[src/core/lclf_pkg.sv]
// Constants, types and lookup functions for the current-limit lock unit.
// Assumes a 250 MHz core clock and a 10 us timebase tick.
package lclf_pkg;

  // Clock and timebase
  localparam int CLK_PERIOD_NS = 4;
  localparam int TICK_US       = 10;
  localparam int TICK_CYC      = (TICK_US * 1000) / CLK_PERIOD_NS;

  // Configuration word layout
  localparam int CFG_W         = 32;
  localparam int CMP_LIM_LSB   = 23;
  localparam int ADC_LIM_LSB   = 19;
  localparam int MODE_LSB      = 15;
  localparam int FILT_LSB      = 11;
  localparam int RETRY_LSB     = 7;
  localparam logic [31:0] CFG_RESET = 32'h00000000;
  localparam logic [31:0] CFG_RMASK = 32'h7FFFFFFF;

  // Widths of the detection path
  localparam int ADC_W         = 12;
  localparam int CNT_W         = 21;
  localparam int RCNT_W        = 4;

  typedef struct packed {
    logic       rsvd;
    logic [3:0] torque_ref;
    logic [3:0] comparator_lock_current_limit;
    logic [3:0] adc_lock_threshold;
    logic [3:0] lock_mode;
    logic [3:0] current_lock_filter_time;
    logic [3:0] lock_retry_interval;
    logic [6:0] other;
  } lclf_cfg_t;

  // Output stage requests
  typedef enum logic [1:0] {
    GATE_RUN = 2'b00,
    GATE_HIZ = 2'b01,
    GATE_HSB = 2'b10,
    GATE_LSB = 2'b11
  } lclf_gate_t;

  // Threshold in units of 1/128 A (0.078125 A = 10)
  function automatic logic [ADC_W-1:0] lclf_thr(input logic [3:0] c);
    case (c)
      4'h0: lclf_thr = 12'h00A;
      4'h1: lclf_thr = 12'h014;
      4'h2: lclf_thr = 12'h028;
      4'h3: lclf_thr = 12'h050;
      4'h4: lclf_thr = 12'h078;
      4'h5: lclf_thr = 12'h0A0;
      4'h6: lclf_thr = 12'h0C8;
      4'h7: lclf_thr = 12'h0F0;
      4'h8: lclf_thr = 12'h118;
      4'h9: lclf_thr = 12'h140;
      4'hA: lclf_thr = 12'h168;
      4'hB: lclf_thr = 12'h190;
      4'hC: lclf_thr = 12'h1B8;
      4'hD: lclf_thr = 12'h1E0;
      4'hE: lclf_thr = 12'h230;
      default: lclf_thr = 12'h280;
    endcase
  endfunction

  // Filter time in microseconds
  function automatic int lclf_filt_us(input logic [3:0] c);
    case (c)
      4'h0: lclf_filt_us = 50;
      4'h1: lclf_filt_us = 100;
      4'h2: lclf_filt_us = 200;
      4'h3: lclf_filt_us = 500;
      4'h4: lclf_filt_us = 1000;
      4'h5: lclf_filt_us = 2500;
      4'h6: lclf_filt_us = 5000;
      4'h7: lclf_filt_us = 7500;
      4'h8: lclf_filt_us = 10000;
      4'h9: lclf_filt_us = 25000;
      4'hA: lclf_filt_us = 50000;
      4'hB: lclf_filt_us = 75000;
      4'hC: lclf_filt_us = 100000;
      4'hD: lclf_filt_us = 200000;
      4'hE: lclf_filt_us = 500000;
      default: lclf_filt_us = 1000000;
    endcase
  endfunction

  // Retry interval in milliseconds
  function automatic int lclf_retry_ms(input logic [3:0] c);
    case (c)
      4'h0: lclf_retry_ms = 300;
      4'h1: lclf_retry_ms = 500;
      default: lclf_retry_ms = (int'(c) - 1) * 1000;
    endcase
  endfunction

endpackage

[src/core/lclf_core.sv]
// Current-limit motor-lock detector with configurable response.
// Assumes comparator trip arrives asynchronously; ADC samples and
// configuration writes come from logic on clk_in.
`timescale 1ns/1ns

// Summary of operation
// Bits 26-23 pick comparator lock limit, 0.078125 A to 5.0 A table.
// Bits 22-19 pick ADC lock threshold from the same current table.
// Mode 0h or 1h: latch fault, assert indicator, tristate outputs.
// Mode 2h: latch fault, assert indicator, high-side brake.
// Mode 3h: latch fault, assert indicator, low-side brake.
// Mode 4h/5h: tristate, auto clear after retry time, latch past limit.
// Mode 6h: high-side brake, indicator on, auto clear up to limit.
// Mode 7h: low-side brake, auto clear, latch past retry limit.
// Mode 8h: report on indicator only, output stage untouched.
// Modes 9h, Ah, Ch: detection fully disabled.
// Bits 14-11 pick filter time, 0.05 ms to 1000 ms.
// Bits 10-7 pick retry wait, 300 ms to 14 s.
// Lock only when current stays above threshold for full filter time.
// Comparator and ADC paths both feed the same response.
module lclf_core
  import lclf_pkg::*;
#(
  parameter int P_TICK_CYC = TICK_CYC
) (
  // Clock and reset
  input  wire logic              clk_in,
  input  wire logic              rst_b_in,
  // Configuration word access
  input  wire logic              cfg_wr_in,
  input  wire logic [CFG_W-1:0]  cfg_wdata_in,
  output logic      [CFG_W-1:0]  cfg_rdata_out,
  // Retry limit and fault clear
  input  wire logic [RCNT_W-1:0] retry_attempt_limit_in,
  input  wire logic              fault_clear_in,
  // Current sensing
  input  wire logic              comp_trip_in,
  input  wire logic              adc_valid_in,
  input  wire logic [ADC_W-1:0]  adc_current_in,
  output logic      [3:0]        comp_limit_code_out,
  // Fault and output stage
  output logic                   fault_indicator_n_out,
  output logic      [1:0]        gate_mode_out,
  output logic                   lock_latched_out,
  output logic      [RCNT_W-1:0] retry_count_out
);

  typedef enum logic [1:0] {
    ST_IDLE   = 2'b00,
    ST_RETRY  = 2'b01,
    ST_LATCH  = 2'b10,
    ST_REPORT = 2'b11
  } lclf_state_t;

  lclf_cfg_t             cfg;
  lclf_state_t           state;
  lclf_state_t           next_state;
  logic                  trip_s1;
  logic                  trip_s2;
  logic                  adc_over;
  logic [15:0]           tick_cnt;
  logic                  tick;
  logic [CNT_W-1:0]      filt_cnt;
  logic [CNT_W-1:0]      next_filt_cnt;
  logic [CNT_W-1:0]      wait_cnt;
  logic [CNT_W-1:0]      next_wait_cnt;
  logic [RCNT_W-1:0]     retry_cnt;
  logic [RCNT_W-1:0]     next_retry_cnt;

  // Field decode
  wire logic [3:0]       mode = cfg.lock_mode;
  wire logic             mode_latch = (mode <= 4'h3);
  wire logic             mode_retry = (mode >= 4'h4) && (mode <= 4'h7);
  wire logic             mode_report = (mode == 4'h8);
  wire logic             mode_on = mode_latch | mode_retry | mode_report;
  wire logic [ADC_W-1:0] adc_thr = lclf_thr(cfg.adc_lock_threshold);
  wire logic [CNT_W-1:0] filt_ticks =
    CNT_W'(lclf_filt_us(cfg.current_lock_filter_time) / TICK_US);
  wire logic [CNT_W-1:0] retry_ticks =
    CNT_W'(lclf_retry_ms(cfg.lock_retry_interval) * (1000 / TICK_US));

  // Either path flags overcurrent
  wire logic             over = trip_s2 | adc_over;
  wire logic             filt_done = over && (filt_cnt >= filt_ticks);
  wire logic             lock_evt = mode_on && (state == ST_IDLE) && filt_done;
  wire logic             wait_done = tick && (wait_cnt >= retry_ticks);
  wire logic             over_limit = (retry_cnt >= retry_attempt_limit_in);

  function automatic logic [1:0] gate_of(input logic [3:0] m);
    case (m)
      4'h2, 4'h6: gate_of = GATE_HSB;
      4'h3, 4'h7: gate_of = GATE_LSB;
      default:    gate_of = GATE_HIZ;
    endcase
  endfunction

  wire logic [1:0]       next_gate =
    (next_state == ST_RETRY || next_state == ST_LATCH) ? gate_of(mode) : GATE_RUN;

  // Configuration register
  always_ff @(posedge clk_in or negedge rst_b_in) begin
    if (!rst_b_in) begin
      cfg <= lclf_cfg_t'(CFG_RESET);
    end else if (cfg_wr_in) begin
      cfg <= lclf_cfg_t'(cfg_wdata_in & CFG_RMASK);
    end
  end

  // Comparator trip synchroniser
  always_ff @(posedge clk_in or negedge rst_b_in) begin
    if (!rst_b_in) begin
      trip_s1 <= 1'b0;
      trip_s2 <= 1'b0;
    end else begin
      trip_s1 <= comp_trip_in;
      trip_s2 <= trip_s1;
    end
  end

  // ADC threshold compare, held between samples
  always_ff @(posedge clk_in or negedge rst_b_in) begin
    if (!rst_b_in) begin
      adc_over <= 1'b0;
    end else if (adc_valid_in) begin
      adc_over <= (adc_current_in > adc_thr);
    end
  end

  // Timebase tick
  always_ff @(posedge clk_in or negedge rst_b_in) begin
    if (!rst_b_in) begin
      tick_cnt <= 16'h0000;
    end else if (tick) begin
      tick_cnt <= 16'h0000;
    end else begin
      tick_cnt <= tick_cnt + 16'h0001;
    end
  end
  assign tick = (tick_cnt >= 16'(P_TICK_CYC - 1));

  // Filter counter restarts on any dip below threshold
  always_comb begin
    next_filt_cnt = filt_cnt;
    if (!over || !mode_on || state != ST_IDLE) begin
      next_filt_cnt = '0;
    end else if (tick && !filt_done) begin
      next_filt_cnt = filt_cnt + CNT_W'(1);
    end
  end

  // Response state machine
  always_comb begin
    next_state     = state;
    next_wait_cnt  = wait_cnt;
    next_retry_cnt = retry_cnt;
    case (state)
      ST_IDLE: begin
        next_wait_cnt = '0;
        if (lock_evt) begin
          if (mode_latch) begin
            next_state = ST_LATCH;
          end else if (mode_report) begin
            next_state = ST_REPORT;
          end else if (over_limit) begin
            next_state = ST_LATCH;
          end else begin
            next_state     = ST_RETRY;
            next_retry_cnt = retry_cnt + RCNT_W'(1);
          end
        end else if (fault_clear_in) begin
          next_retry_cnt = '0;
        end
      end
      ST_RETRY: begin
        if (wait_done) begin
          next_state    = ST_IDLE;
          next_wait_cnt = '0;
        end else if (tick) begin
          next_wait_cnt = wait_cnt + CNT_W'(1);
        end
      end
      ST_LATCH, ST_REPORT: begin
        if (fault_clear_in) begin
          next_state     = ST_IDLE;
          next_retry_cnt = '0;
        end
      end
      default: begin
        next_state = ST_IDLE;
      end
    endcase
    if (!mode_on) begin
      next_state    = ST_IDLE;
      next_wait_cnt = '0;
    end
  end

  always_ff @(posedge clk_in or negedge rst_b_in) begin
    if (!rst_b_in) begin
      state     <= ST_IDLE;
      filt_cnt  <= '0;
      wait_cnt  <= '0;
      retry_cnt <= '0;
    end else begin
      state     <= next_state;
      filt_cnt  <= next_filt_cnt;
      wait_cnt  <= next_wait_cnt;
      retry_cnt <= next_retry_cnt;
    end
  end

  // Registered outputs
  always_ff @(posedge clk_in or negedge rst_b_in) begin
    if (!rst_b_in) begin
      fault_indicator_n_out <= 1'b1;
      gate_mode_out         <= GATE_RUN;
      lock_latched_out      <= 1'b0;
      retry_count_out       <= '0;
      comp_limit_code_out   <= 4'h0;
      cfg_rdata_out         <= CFG_RESET;
    end else begin
      fault_indicator_n_out <= (next_state == ST_IDLE);
      gate_mode_out         <= next_gate;
      lock_latched_out      <= (next_state == ST_LATCH);
      retry_count_out       <= next_retry_cnt;
      comp_limit_code_out   <= cfg.comparator_lock_current_limit;
      cfg_rdata_out         <= cfg;
    end
  end

endmodule // lclf_core

[config.mk]
export PLATFORM = sky130hd
export DESIGN_NAME = lclf_core
export DESIGN_NICKNAME = d
export VERILOG_FILES = /design/src/core/lclf_pkg.sv /design/src/core/lclf_core.sv
export SDC_FILE = /design/constraint.sdc
export NUM_CORES = 1
export LEC_CHECK = 0
export ABC_AREA = 0
export ABC_CLOCK_PERIOD_IN_PS = 26200
export BUFFER_PORTS_ARGS = -buffer_cell sky130_fd_sc_hd__buf_2
export CAP_MARGIN = 20
export CELL_PAD_IN_SITES_DETAIL_PLACEMENT = 1
export CELL_PAD_IN_SITES_GLOBAL_PLACEMENT = 2
export CORE_MARGIN = 2
export CORE_UTILIZATION = 30
export CTS_CLUSTER_SIZE = 28
export DETAILED_ROUTE_END_ITERATION = 10
export GPL_TIMING_DRIVEN = 0
export PLACE_DENSITY_LB_ADDON = 0.1
export SYNTH_ARGS = -nofsm -noshare
export SYNTH_HDL_FRONTEND = slang
export SYNTH_SLANG_ARGS = --single-unit
[constraint.sdc]
create_clock -name clk_in -period 26.2 [get_ports clk_in]
set_input_delay 1.31 -clock clk_in [delete_from_list [all_inputs] [get_ports clk_in]]
set_output_delay 1.31 -clock clk_in [all_outputs]
set_load 0.005 [all_outputs]
== Yosys cells after proc, flatten, opt, wreduce, memory -nomap -nowiden ==
Memory sizes are Yosys's and may differ from the RTL's.
Cells that the tools add are included.

* Mux-type cells: 24
* Divide/modulo/power cells: 1
* Multiply operators: 2
* Eq/ne operators: 16
* Order comparisons: 8
* Bitwise gates (word level): 3
* $add $sub $neg: 5
* Reduce and logical (&&, ||, !) cells: 23

{| class="wikitable"
|+ Operators by type and width
! operator !! count
|-
| 21-bit 2-to-1 mux || 5
|-
| 32-bit one-hot mux with 2 select lines || 1
|-
| 21-bit by 1-bit adder with 21-bit output, second input constant || 2
|-
| 21-bit >= comparator || 2
|-
| 21-bit one-hot mux with 2 select lines || 1
|-
| 32-bit by 5-bit divider with 32-bit output, second input constant || 1
|-
| 32-bit by 6-bit multiplier with 19-bit output, second input constant || 1
|-
| 4-bit 2-to-1 mux || 5
|-
| 16-bit by 1-bit adder with 16-bit output, second input constant || 1
|-
| 16-bit by 12-bit >= comparator with 1-bit output, second input constant || 1
|-
| 16-bit 2-to-1 mux || 1
|-
| 2-bit 2-to-1 mux || 8
|-
| 5-bit by 8-bit multiplier with 13-bit output, second input constant || 1
|-
| 12-bit greater-than comparator || 1
|-
| 3-bit inequality test, second input constant || 3
|-
| 4-bit by 2-bit equality test with 1-bit output, second input constant || 2
|-
| 4-bit by 3-bit equality test with 1-bit output, second input constant || 2
|-
| 4-bit one-hot mux with 2 select lines || 1
|-
| 2-bit equality test, second input constant || 3
|-
| 1-bit logical AND || 6
|-
| 2-bit one-hot mux with 3 select lines || 1
|-
| 2-bit nonzero test || 3
|-
| 2-bit OR reduction || 3
|-
| 4-bit by 1-bit subtractor with 5-bit output, second input constant || 1
|-
| 18 further kinds || 26
|}

* Memories: 2
* Bits in registers: 137
* Input port bits: 54
* Output and inout port bits: 44
* Logic and storage cells: 104
* Memory bits (read-only): 448

{| class="wikitable"
|+ Memories
! name !! words !! width !! read ports !! clocked after Yosys merged registers in !! write ports !! RTL line !! RTL
|-
| (no name shown) || 16 || 19 || 1 || 0 || 0 || lclf_pkg.sv:68 || <nowiki>case (c)</nowiki>
|-
| (no name shown) || 16 || 9 || 1 || 0 || 0 || lclf_pkg.sv:46 || <nowiki>case (c)</nowiki>
|}

== Depth between registers and ports, before layout ==
* Word-level depth: 12
* Gate-level depth with buffers: 48

== Worst setup path after synthesis ==
No wires, ideal clock.

* Path type: register to register
* Start point: register cfg[11] (netlist name)
* End point: register filt_cnt[8]
* Library setup time: 132 ps
* Stages on the path, launching flop included: 46
* Path buffers: 4
* Clock period less this slack: 8981 ps
* Arrival: 8849 ps
* Setup slack: 17219 ps
* Cells stage by stage: dfrtp_1 > buf_4 > inv_1 > ha_1 > buf_2 > mux2_2 > and3_1 > a221oi_1 > o21ai_0 > o211a_1 > or3_1 > buf_6 > o21a_4 > o311ai_4 > nand2_4 > and4_4 > or4_4 > buf_6 > [... 10 more ...] > nor2b_1 > o21a_1 > o21a_1 > o21a_1 > o21ai_0 > a21boi_0 > o21a_1 > o21a_1 > o21a_1 > o21a_1 > o21a_1 > o21ai_0 > a21oi_1 > o31a_1 > nor3_1 > o2111ai_1 > xor2_1 > nor2_1

* Cells in the longest elaborated chain, start to end: 7

{| class="wikitable"
|+ Ends and longest elaborated chain
! item !! RTL line !! RTL
|-
| start: declaration || lclf_core.sv:55 || <nowiki>lclf_cfg_t cfg;</nowiki>
|-
| start signal: assignment || lclf_core.sv:103 || <nowiki>cfg <= lclf_cfg_t'(CFG_RESET);</nowiki>
|-
| start signal: assignment || lclf_core.sv:105 || <nowiki>cfg <= lclf_cfg_t'(cfg_wdata_in & CFG_RMASK);</nowiki>
|-
| memory 16 x 19 bit || n/a ||
|-
| 32-bit by 5-bit divider with 32-bit output || lclf_core.sv:78 || <nowiki>CNT_W'(lclf_filt_us(cfg.current_lock_filter_time) / TICK_US);</nowiki>
|-
| 21-bit >= comparator || lclf_core.sv:84 || <nowiki>wire logic filt_done = over && (filt_cnt >= filt_ticks);</nowiki>
|-
| 1-bit logical AND || lclf_core.sv:84 ||
|-
| 1-bit zero test || lclf_core.sv:146 || <nowiki>end else if (tick && !filt_done) begin</nowiki>
|-
| 1-bit logical AND || lclf_core.sv:146 ||
|-
| 2-bit nonzero test (no line) || n/a ||
|-
| end signal: assignment || lclf_core.sv:206 || <nowiki>filt_cnt <= next_filt_cnt;</nowiki>
|-
| end: declaration || lclf_core.sv:63 || <nowiki>logic [CNT_W-1:0] filt_cnt;</nowiki>
|}

Every way passes these cells.
A chain may end at the register's enable or synchronous reset.

== Worst setup path in the final report ==
* Start point: register cfg[11] (netlist name)
* End point: register gate_mode_out[1]

* Cells in the longest elaborated chain, start to end: 11

{| class="wikitable"
|+ Ends and longest elaborated chain
! item !! RTL line !! RTL
|-
| memory 16 x 19 bit * || n/a ||
|-
| 32-bit by 5-bit divider with 32-bit output * || lclf_core.sv:78 ||
|-
| 21-bit >= comparator * || lclf_core.sv:84 ||
|-
| 1-bit logical AND * || lclf_core.sv:84 ||
|-
| 1-bit logical AND * || lclf_core.sv:85 || <nowiki>wire logic lock_evt = mode_on && (state == ST_IDLE) && filt_done;</nowiki>
|-
| 2-bit 2-to-1 mux * || lclf_core.sv:159 || <nowiki>if (lock_evt) begin</nowiki>
|-
| 2-bit one-hot mux with 3 select lines * || lclf_core.sv:156 || <nowiki>case (state)</nowiki>
|-
| 2-bit 2-to-1 mux * || lclf_core.sv:192 || <nowiki>if (!mode_on) begin</nowiki>
|-
| 2-bit by 1-bit equality test with 1-bit output or 2-bit equality test (tied branches) || lclf_core.sv:98 || <nowiki>(next_state == ST_RETRY || next_state == ST_LATCH) ? gate_of(mode) : GATE_RUN;</nowiki>
|-
| 1-bit logical OR * || lclf_core.sv:98 ||
|-
| 2-bit 2-to-1 mux * || lclf_core.sv:98 ||
|-
| named net next_gate[1] || lclf_core.sv:97 || <nowiki>wire logic [1:0] next_gate =</nowiki>
|-
| end signal: assignment || lclf_core.sv:223 || <nowiki>gate_mode_out <= next_gate;</nowiki>
|-
| end: declaration || lclf_core.sv:43 || <nowiki>output logic [1:0] gate_mode_out,</nowiki>
|}

The timed path passes the listed nets; every way through them passes the cells marked *.

==> flow_summary.json <==
{
  "max_stage_delay_ns": 0.57,
  "slew_headroom_pct": 43.1,
  "synth_edf_count": 0,
  "dp_hpwl_um": 22500,
  "synth.top_cells.by_count": "dfrtp_1, ha_1, inv_1",
  "post_cts_buffers": 0,
  "synth.area.top_cells": "dfrtp_1, ha_1, inv_1",
  "drt-pass1-iter-count": 4,
  "syn_area_um2": 10500,
  "end_kind": "register",
  "cp_max_fo": 10,
  "netSwitchingPower_uw": 831,
  "drv_cap": 0,
  "grt_max_degree": 70,
  "drt_wl_total_um": 28900,
  "rows": 68,
  "synth_async_sr_flop_share_pct": 100,
  "start_util_pct": 30.5,
  "comb_power_share_pct": 72.4,
  "antenna_found_initial": 0,
  "max_freq_mhz": 91.4,
  "status": "finished clean",
  "yosysMostFrequentCell": "dfrtp_1",
  "clock_power_share_pct": 14.7,
  "setup-violations-final": 0,
  "ff_latch_area_um2": 3330,
  "place_congestion": 0.795,
  "fin_area_um2": 12300,
  "p_seq_share_pct": 12.8,
  "intPower_uw": 937,
  "drive_gt1_share_pct": 16.8,
  "synth_top_area_share_pct": 31.4,
  "ios": 98,
  "drt-vias-per-instance": 5.02,
  "r2r_cells": 46,
  "grt_pass1_wl_um": 48600,
  "fin_skew_ns": 0.0119,
  "p_per_area_nw_per_um2": 144,
  "nets": 1451,
  "syn_to_final_growth_pct": 16.5,
  "vias": 8688,
  "io_buffers": 94,
  "path_delay_family": "compound AO/OA/AOI/OAI gates",
  "r2r-end": "gate_mode_out[1]$_DFF_PN0_",
  "r2r-start": "cfg[11]$_DFFE_PN0P_",
  "ant_nets": 0,
  "cp-start-kind": "register",
  "fin_crit_ns": 10.94,
  "swShare_pct": 47.0,
  "min_path_cells": 0,
  "clkSlewWorstSetupHoldPaths_ns": 0.06,
  "ctsHoldBuffers": 0,
  "cp_slowest_cell": "o32ai_1",
  "crit_cells": 46,
  "n_antenna_cell": 0,
  "whs_endpoint": "trip_s2$_DFF_PN0_",
  "p_leak_nw": 5.83,
  "hold_path_startpoint": "trip_s1$_DFF_PN0_",
  "critPathRequiredTime_ns": 26.51,
  "synth-seq-cells": 133,
  "fin_setup_tns_ns": 0,
  "root_buffer": "clkbuf_16",
  "power_mw": 1.77,
  "cts_max_level": 4,
  "critical_path_class": "register to register",
  "postCtsResizedCells": 0,
  "ff2ff_setup_slack_ns": 15.26,
  "min_period_over_period_pct": 41.8,
  "wl_per_cell_um": 16.7,
  "grt_pass1_vias": 9189,
  "yosysWarnings": 0,
  "synth_cell_types": 104,
  "drc": 0,
  "seq_area_frac_synth_pct": 31.6,
  "clock-sinks": 133,
  "multiInputGateArea_um2": 6590,
  "min_path_type": "register to register",
  "clk_path_buf_depth": 2,
  "die_w_um": 191,
  "tightest_slew_ns": 0.830,
  "final_max_slew_viol_count": 0,
  "dpl_cell_area_um2": 11600,
  "grt-ovfl-total": 0,
  "cp.buffers_inverters": 5,
  "grt_usage_pct": 16.6,
  "fill_cells": 4071,
  "insertion_delay_ns": 0.43,
  "drt_iter0_markers": 300,
  "cp_data_arrival_time_ns": 11.25,
  "syn_avg_cell_area_um2": 9.23,
  "cp_common_cell": "o21a_1",
  "synthFlopType": "dfrtp_1",
  "design.core.area_um2": 34500,
  "die_y_um": 191,
  "ir_drop_mv": 0.377,
  "fin_util_pct": 35.5,
  "yosysTopAreaCell": "dfrtp_1",
  "cts_buffers": 17,
  "die_area_um2": 36600,
  "rsz0062_at_grt": "no",
  "tritoncts": "built",
  "hold_viol": 0,
  "syn_inst": 1141
}
==> layer usage <==
layer	wire length [um]	vias up	part of all wire, %	track usage, %
met3	442	20	1.5	2.17
met2	14200	61	49	28.5
met1	14000	4266	48	22.2
met4	277	0	0.96	3.52
li1	-	4341	-	-
met5	0	-	0	0
==> how the worst max path moves through the flow <==
| stage | from | to | slack, ns |
|---|---|---|---|
| finish | cfg[11]$_DFFE_PN0P_ | gate_mode_out[1]$_DFF_PN0_ | 15.26 |
| detailed placement | cfg[11]$_DFFE_PN0P_ | filt_cnt[4]$_DFFE_PN0P_ | 15.22 |
| global route | cfg[11]$_DFFE_PN0P_ | gate_mode_out[1]$_DFF_PN0_ | 14.28 |
| floorplan | cfg[11]$_DFFE_PN0P_ | filt_cnt[8]$_DFFE_PN0P_ | 17.22 |
| CTS | cfg[11]$_DFFE_PN0P_ | filt_cnt[4]$_DFFE_PN0P_ | 15.13 |
| global placement | cfg[11]$_DFFE_PN0P_ | filt_cnt[4]$_DFFE_PN0P_ | 15.20 |
==> sequential cells by signal, indices dropped and copies added (netlist names), 2 cells and up <==
name	cells
wait_cnt	21
comp_limit_code_out	3
filt_cnt	21
retry_count_out	4
mode	4
state	2
tick_cnt	16
gate_mode_out	2
cfg_rdata_out	28
cfg	27
==> power by group through the flow <==
stage               logic [mW]  registers [mW]  clock network [mW]
CTS                       1.34           0.227               0.268
finish                    1.28           0.227               0.260
detailed placement        1.33           0.231                   0
floorplan                0.995           0.229                   0
global route              1.52           0.229               0.277
global placement          1.31           0.231                   0
==> layout make-up <==
| cell class | count | share of cell area (%) |
|---|---|---|
| multi-input cells | 868 | 53.7 |
| clock inverters | 13 | 1.60 |
| inverters | 100 | 3.06 |
| plain buffers | 44 | 2.09 |
| well taps | 455 | 4.64 |
| clock buffers | 19 | 3.61 |
| flip-flops and latches | 133 | 27.1 |
| repair buffers | 97 | 4.19 |
==> logic make-up (layout without fill, tap and decap cells) <==
kind of cell,count (synthesis),count (layout),synth area share [%]
adder cells (fa/ha/maj),137,137,17.5
AO/OA/AOI/OAI,294,294,19.5
XOR/XNOR,48,48,4.12
multiplexers,39,39,4.02
AND/OR/NAND/NOR,345,345,17.3
other,1,5,0.0356
buffers and inverters,144,273,6.00
flip-flops,133,133,31.6
==> layout by cell type (no fill, tap or decap), drive strengths merged, types with 24 or more instances in the layout <==
cell,instances
o21a,31
o21ai,62
a21oi,67
nor2,70
clkbuf,38
nand3,39
or3,24
buf,122
nand2,83
a31oi,27
and3,27
mux2,26
ha,119
dfrtp,132
xor2,24
inv,102
==> through the flow <==
stage | setup WS [ns] | hold WS, ns | std cells
after floorplan | 17.22 | 0.331 | 1145
after global placement | 15.20 | 0.351 | 1694
after detailed placement | 15.22 | 0.346 | 1696
after CTS | 15.13 | 0.359 | 1728
after global routing | 14.28 | 0.361 | 1729
final | 15.26 | 0.356 | 1729
Note: power is estimated with default switching activity, not from simulation.
